==> src/bvpc_pkg.sv <==
// Package for the boot strap status and port clocking select register bank.
// Assumes one 25 MHz clock domain and a byte-addressed Avalon-MM register slave.
package bvpc_pkg;

   // ----------------------------------------
   // Bus geometry and register offsets
   // ----------------------------------------
   localparam int          BVPC_ADDR_W        = 4;
   localparam int          BVPC_DATA_W        = 32;
   localparam int          BVPC_BE_W          = 4;
   localparam int          BVPC_NUM_PORTS     = 16;
   localparam int          BVPC_FIELD_W       = 2;
   localparam logic [3:0]  BVPC_STATUS_OFS    = 4'h4;
   localparam logic [3:0]  BVPC_PORT_CLK_OFS  = 4'h8;
   localparam logic [31:0] BVPC_ZERO_WORD     = 32'h00000000;

   // ----------------------------------------
   // Boot strap status field positions
   // ----------------------------------------
   localparam int          BVPC_SWITCH_OPERATING_STRAP_LSB    = 0;
   localparam int          BVPC_FREQ_BIT      = 4;
   localparam int          BVPC_MADDR_LSB     = 7;
   localparam int          BVPC_MSLOW_BIT     = 11;
   localparam int          BVPC_SADDR_LSB     = 12;
   localparam int          BVPC_HALT_BIT      = 16;
   localparam int          BVPC_CLKS_LSB      = 21;
   localparam int          BVPC_MERGE_LSB     = 24;
   localparam logic [31:0] BVPC_STATUS_RSVD   = 32'h001E0060;

   // ----------------------------------------
   // Per-port clocking field encodings
   // ----------------------------------------
   typedef enum logic [1:0] {
      BVPC_CLK_GLOBAL = 2'h0,
      BVPC_CLK_LOCAL  = 2'h1,
      BVPC_CLK_RSVD   = 2'h2
   } bvpc_clk_mode_t;

   // ----------------------------------------
   // Bus slave states
   // ----------------------------------------
   typedef enum logic {
      BVPC_IDLE   = 1'b0,
      BVPC_ANSWER = 1'b1
   } bvpc_bus_state_t;

   // ----------------------------------------
   // Carriers
   // ----------------------------------------
   typedef struct packed {
      logic [7:0] merge_ports;                 // Pair 0/1 in bit 0
      logic [2:0] clocking_scheme_strap;
      logic       halt_after_reset_strap;
      logic [3:0] slave_mgmt_bus_addr_strap;
      logic       master_mgmt_bus_slow_strap;
      logic [3:0] master_mgmt_bus_addr_strap;
      logic       global_clock_freq_select;
      logic [3:0] switch_operating_strap;
   } bvpc_straps_t;

   typedef struct packed {
      logic        read;
      logic        write;
      logic [3:0]  address;
      logic [3:0]  byteenable;
      logic [31:0] writedata;
   } bvpc_avl_req_t;

endpackage : bvpc_pkg

==> src/bvpc_regs.sv <==
// Boot strap status and per-port clocking select registers with Avalon-MM slave.
// Assumes reset is the fundamental reset; soft_reset covers every lighter reset.
`timescale 1ns/10ps
module bvpc_regs
#(
   parameter int NUM_PORTS = 16
)
(
   // Clock and resets
   input  wire logic                          clk,
   input  wire logic                          reset,
   input  wire logic                          soft_reset,
   // Strap pins
   input  wire bvpc_pkg::bvpc_straps_t        straps_in,
   // Avalon-MM slave
   input  wire bvpc_pkg::bvpc_avl_req_t       avl_req,
   output logic [bvpc_pkg::BVPC_DATA_W-1:0]   readdata,
   output logic                               waitrequest,
   // Port clocking controls and captured straps
   output logic [NUM_PORTS-1:0]               port_local_clk,
   output bvpc_pkg::bvpc_straps_t             boot_straps
);
   import bvpc_pkg::*;

   // ----------------------------------------
   // Elaboration checks
   // ----------------------------------------
   // Sixteen 2-bit fields exactly fill the 32-bit register
   if (NUM_PORTS * BVPC_FIELD_W != BVPC_DATA_W)
   begin : g_bad_ports
      $error("bvpc_regs: NUM_PORTS must fill the 32-bit clocking register");
   end

   // ----------------------------------------
   // Helper functions
   // ----------------------------------------
   // Packs the sampled straps into the status word, reserved bits zero
   function automatic logic [BVPC_DATA_W-1:0] bvpc_status_word(input bvpc_straps_t s);
      logic [BVPC_DATA_W-1:0] w;
      w = BVPC_ZERO_WORD;
      w[BVPC_SWITCH_OPERATING_STRAP_LSB +: 4] = s.switch_operating_strap;
      w[BVPC_FREQ_BIT]        = s.global_clock_freq_select;
      w[BVPC_MADDR_LSB +: 4]  = s.master_mgmt_bus_addr_strap;
      w[BVPC_MSLOW_BIT]       = s.master_mgmt_bus_slow_strap;
      w[BVPC_SADDR_LSB +: 4]  = s.slave_mgmt_bus_addr_strap;
      w[BVPC_HALT_BIT]        = s.halt_after_reset_strap;
      w[BVPC_CLKS_LSB +: 3]   = s.clocking_scheme_strap;
      w[BVPC_MERGE_LSB +: 8]  = s.merge_ports;
      return w & ~BVPC_STATUS_RSVD;
   endfunction

   // Start-up clocking of one port from the scheme strap; bit 0 picks local
   function automatic logic [BVPC_FIELD_W-1:0] bvpc_clk_init(input logic [2:0] scheme);
      return scheme[0] ? BVPC_CLK_LOCAL : BVPC_CLK_GLOBAL;
   endfunction

   // Merges one write into the field word; reserved codes leave a field as it was
   function automatic logic [BVPC_DATA_W-1:0] bvpc_field_write(
      input logic [BVPC_DATA_W-1:0] old_w,
      input logic [BVPC_DATA_W-1:0] wdata,
      input logic [BVPC_BE_W-1:0]   be
   );
      logic [BVPC_DATA_W-1:0]  w;
      logic [BVPC_FIELD_W-1:0] f;
      w = old_w;
      for (int i = 0; i < BVPC_DATA_W / BVPC_FIELD_W; i++)
      begin
         f = wdata[i*BVPC_FIELD_W +: BVPC_FIELD_W];
         if (be[(i*BVPC_FIELD_W)/8] && (f == BVPC_CLK_GLOBAL || f == BVPC_CLK_LOCAL))
         begin
            w[i*BVPC_FIELD_W +: BVPC_FIELD_W] = f;
         end
      end
      return w;
   endfunction

   // ----------------------------------------
   // Strap capture
   // ----------------------------------------
   bvpc_straps_t           straps_q;
   logic [BVPC_DATA_W-1:0] fields_q;
   logic [BVPC_DATA_W-1:0] fields_d;
   bvpc_bus_state_t        state_q;
   logic [BVPC_DATA_W-1:0] readdata_q;
   logic [NUM_PORTS-1:0]   local_q;
   logic                   take_req;
   logic                   wr_done;
   logic                   wait_q;

   // Straps follow the pins while reset is held and freeze at its release
   always_ff @(posedge clk)
   begin
      if (reset)
      begin
         straps_q <= straps_in;
      end
   end

   // ----------------------------------------
   // Avalon-MM slave
   // ----------------------------------------
   // A request is taken while waitrequest is high; the answer follows one edge later
   assign take_req = (avl_req.read || avl_req.write) && (state_q == BVPC_IDLE);
   assign wr_done  = avl_req.write && (state_q == BVPC_ANSWER) &&
                     (avl_req.address == BVPC_PORT_CLK_OFS);

   // Two-state slave; a lighter reset also clears it
   always_ff @(posedge clk)
   begin
      if (reset || soft_reset)
      begin
         state_q <= BVPC_IDLE;
      end
      else
      begin
         case (state_q)
            BVPC_IDLE:   state_q <= take_req ? BVPC_ANSWER : BVPC_IDLE;
            BVPC_ANSWER: state_q <= BVPC_IDLE;
            default:     state_q <= BVPC_IDLE;
         endcase
      end
   end

   // Waitrequest kept in its own flop so the pin never sees decode glitches
   always_ff @(posedge clk)
   begin
      if (reset || soft_reset)
      begin
         wait_q <= 1'h1;
      end
      else
      begin
         wait_q <= !take_req;                                    // Low only in the answer cycle
      end
   end

   // Read data sampled when the request is taken; unmapped reads return zero
   always_ff @(posedge clk)
   begin
      if (reset || soft_reset)
      begin
         readdata_q <= BVPC_ZERO_WORD;
      end
      else if (take_req && avl_req.read)
      begin
         case (avl_req.address)
            BVPC_STATUS_OFS:   readdata_q <= bvpc_status_word(straps_q);
            BVPC_PORT_CLK_OFS: readdata_q <= fields_q;
            default:           readdata_q <= BVPC_ZERO_WORD;
         endcase
      end
   end

   // ----------------------------------------
   // Port clocking fields
   // ----------------------------------------
   // Write lands on the edge that sees waitrequest low, matching the master
   always_comb
   begin
      fields_d = fields_q;
      if (wr_done)
      begin
         fields_d = bvpc_field_write(fields_q, avl_req.writedata, avl_req.byteenable);
      end
   end

   // Only fundamental reset reloads; soft_reset is deliberately ignored here
   always_ff @(posedge clk)
   begin
      if (reset)
      begin
         fields_q <= {NUM_PORTS{bvpc_clk_init(straps_in.clocking_scheme_strap)}};
      end
      else
      begin
         fields_q <= fields_d;
      end
   end

   // Per-port local clocking select, one flop per port
   always_ff @(posedge clk)
   begin
      if (reset)
      begin
         local_q <= '0;
      end
      else
      begin
         for (int p = 0; p < NUM_PORTS; p++)
         begin
            local_q[p] <= (fields_q[p*BVPC_FIELD_W +: BVPC_FIELD_W] == BVPC_CLK_LOCAL);
         end
      end
   end

   // ----------------------------------------
   // Outputs
   // ----------------------------------------
   assign readdata       = readdata_q;
   assign waitrequest    = wait_q;                   // High in reset and idle
   assign port_local_clk = local_q;
   assign boot_straps    = straps_q;

   // ----------------------------------------
   // Assertions
   // ----------------------------------------
   // Helper decode of the current full-lane write and its expected fields
   logic                   chk_wr_ok;
   logic [BVPC_DATA_W-1:0] chk_expect;
   assign chk_wr_ok  = wr_done && (avl_req.byteenable == 4'hF);
   assign chk_expect = bvpc_field_write(fields_q, avl_req.writedata, 4'hF);

   // Helper flag: some field holds a reserved code (upper bit set)
   logic chk_any_rsvd;
   always_comb
   begin
      chk_any_rsvd = 1'h0;
      for (int p = 0; p < NUM_PORTS; p++)
      begin
         if (fields_q[p*BVPC_FIELD_W + 1])
         begin
            chk_any_rsvd = 1'h1;
         end
      end
   end
endmodule // bvpc_regs

==> config.mk <==
export PLATFORM = sky130hd
export DESIGN_NAME = bvpc_regs
export DESIGN_NICKNAME = d
export VERILOG_FILES = /design/src/bvpc_pkg.sv /design/src/bvpc_regs.sv
export SDC_FILE = /design/constraint.sdc
export NUM_CORES = 1
export LEC_CHECK = 0
export ABC_AREA = 1
export BUFFER_PORTS_ARGS = -buffer_cell sky130_fd_sc_hd__buf_2
export CORE_UTILIZATION = 46
export DETAILED_ROUTE_END_ITERATION = 10
export PLACE_DENSITY = 0.82
export RECOVER_POWER = 100
export SYNTH_ARGS = -nofsm -noshare
export SYNTH_HDL_FRONTEND = slang
export SYNTH_SLANG_ARGS = --single-unit
==> constraint.sdc <==
create_clock -name clk -period 1.2 [get_ports clk]
set_input_delay 0.06 -clock clk [delete_from_list [all_inputs] [get_ports clk]]
set_output_delay 0.06 -clock clk [all_outputs]
set_load 0.03 [all_outputs]
==> run metrics <==
Post-Syn Instances between 500 and 600; final core utilization 69.5%; area grow syn2layout 43.6%; Post-Synth Simple-Gate Area 29.0%; Post-synth top cells 156 x nand2_1, 85 x nor2_1, 58 x edfxtp_1, 58 x nand3_1, 54 x inv_1; synthesis warning total 0; clk sinks 108; initial antenna violation count 0; Slew Viols, Final 0; FILL cells roughly 660; DRT antenna net count 0; Antenna Cells 0; min Tclk post-route 1.32 ns; Post-Syn Area between 0.004 and 0.005 mm²; hold violation total from the final report 0; Synth Area in Compound Gates 1.76%; top cell type's share of synthesized area 38.2%; Adder-Cell Fraction of Synth Area 0%; # setup viols final 39; ranking of synthesized cells by area edfxtp_1 38%, dfxtp_1 22%, nand2_1 13%; Worst R2R Path Depth 7; Routed WL 14.2 mm; ys flop type edfxtp_1; top-count cell post-synth nand2_1; WHS 0.00956 ns; first-pass GRT wire length 19.5 mm; Seq/Total Area, Yosys 60.2%; fin nets 799; starting density of the core 48.4%; switching portion of total power 30.8%; drt pass-1 iters 5; Cell variety after synth 19; period utilization 110%; Via density between 5 and 6; IO Port Bufs 145; Leakage 3.15 nW; Clock Skew 0.0114 ns; Clk pin slew, worst setup/hold paths around 0.12 ns; Data arrival, critical path 1.64 ns; Avg Inst Size Synth 8.75 µm²; VDD IR max 664 µV; CTS tree done; area leader, netlist edfxtp_1; Die Y approximately 100 µm; post-route DRC violation count 0; CP Class reg2reg; Via Count 4423; CP endpoint kind flop; combinational power share 18.8%; I/O pin count 146; GRT Overall Usage 25.3%; slew margin rel. a little under two thirds; largest family of logic cells by synthesized area simple AND/OR/NAND/NOR gates; maximum number of pins on one net before global-route repair 42; Seq pwr share 53.4%; Pwr Density 1220 mW/mm²; post-DR wirelength/cell 16.5 µm; FP Rows 35; Max clock buf depth 2; H-tree levels 3; Chip Width 102 µm; post-synthesis mux area share 0%; CORE AREA 0.00942 mm²; CTS Root Cell clkbuf_8; share of cells above drive strength 1 32.3%; vias in the first global route 3954; RSZ-0062 raised after global routing true; Post-DP HPWL between 8 and 9 mm; Max-Cap Viols 0; Switch Pwr 2.46 mW; Max Clock Freq 0.758 GHz; status finished, violations left; worst endpoint required time 1.52 ns; Worst Path Max Fanout 6; Mapped Nets 592; TritonCTS buffer count 9; ys async rst share 0%; setup ws final -0.119 ns; Clk network pwr share 27.8%; Synth Register Bits ~110; Hold WC Path Type in2reg; internal power 5.52 mW; Post-synth EDFFs 58; CP Launch Type flop; Post-Synth XOR/XNOR Area 0%; full die area 0.0103 mm²; Slew @ Worst Pin between 0.5 and 0.6 ns; failing checks negative setup slack; GR Overflow Total 0; worst skew pair latency 0.39 ns; Iter 0 DRT Violations between 300 and 400; Hold Path Stages 3; RePlAce Congestion about 0.76
power by group through the flow:
stage / sequential, mW / combinational [mW] / clock (mW)
global placement: 4.32 / 1.09 / 0
CTS: 4.24 / 1.28 / 2.15
finish: 4.26 / 1.50 / 2.21
detailed placement: 4.33 / 1.12 / 0
global route: 4.27 / 1.60 / 2.33
floorplan: 4.57 / 0.447 / 0
worst max-delay path, stage by stage (launching register included):
cell	delay [ns]
dfxtp_2	0.35
buf_6	0.13
nor2_4	0.19
nand2_8	0.11
clkbuf_16	0.17
nand2_1	0.10
nand2_1	0.09
nor2_1	0.11
stage by stage:
step | setup slack, ns | area (µm²) | std cells | setup TNS (ns) | power, mW
floorplan | 0.0381 | 4560 | 521 | 0 | 5.02
global placement | -0.0507 | 5420 | 781 | -0.575 | 5.42
detailed placement | -0.121 | 5420 | 781 | -1.66 | 5.45
CTS | 0.00775 | 6210 | 852 | 0 | 7.67
global route | -0.167 | 6540 | 862 | -3.79 | 8.21
finish | -0.119 | 6540 | 862 | -1.65 | 7.98
path summary, 6_finish.rpt:
check | from | to | slack (ns)
max reg2reg | state_q | readdata[25] | -0.12
min | avl_req[25] | fields_q[25] | 0.01
min reg2reg | fields_q[1] | port_local_clk[0] | 0.45
max | state_q | readdata[25] | -0.12
metal layers:
metal  track usage [%]  part of all wire, %
met2              41.8                   51
met4              14.0                  4.8
met1              31.7                   37
met3              3.86                  7.1
met5                 0                    0
placed cells by master (no fill, tap or decap):
cell           netlist  routed
buf_12               0       6
buf_2               10     142
buf_4                6       6
buf_6                8       4
buf_8                0       1
clkbuf_1             5       4
clkbuf_16            0       5
clkbuf_2             0       2
clkbuf_8             0       9
clkinv_4             0       2
clkinvlp_4           0       1
dfxtp_1             50      49
dfxtp_2              0       1
dlygate4sd3_1        0      54
edfxtp_1            58      58
inv_1               54      54
inv_2                1       1
inv_6                0       2
inv_8                0       2
nand2_1            156     140
nand2_2              1      12
nand2_4              0       5
nand2_8              0       1
nand3_1             58      58
nand4_4              1       1
nor2_1              85      69
nor2_2               2      11
nor2_4               3      10
nor3_4               0       1
nor3b_1              6       6
o21ai_1             10       4
o21ai_2              0      12
logic make-up (layout without fill, tap and decap cells):
| kind of cell | Yosys count | count (layout) |
|---|---|---|
| flops | 108 | 108 |
| buf+inv | 84 | 295 |
| compound gates | 16 | 16 |
| simple gates | 313 | 314 |
sequential cells by signal, summed over array words and instances (netlist names):
name	cells
waitrequest	1
readdata	32
state_q	1
boot_straps	26
fields_q	32
port_local_clk	16
final cells by class:
type / instances / area (µm²) / area share [%]
Sequential cell: 108 / 2740 / 41.9
Inverter: 55 / 206 / 3.16
Multi-Input combinational cell: 330 / 1620 / 24.7
Clock inverter: 7 / 65.1 / 0.994
Clock buffer: 9 / 124 / 1.89
Tap cell: 129 / 161 / 2.47
Timing Repair Buffer: 224 / 1630 / 24.9
repair_timing:
action | CTS | global route
pin swaps | 1 | 28
hold buffers | 54 | 0
endpoints found under the hold margin | 54 | 0
endpoints found under the setup margin | 33 | 29
gates cloned | 0 | 9
resized for setup | 17 | 50
setup buffers | 1 | 1
(Power assumes the default switching activity.)
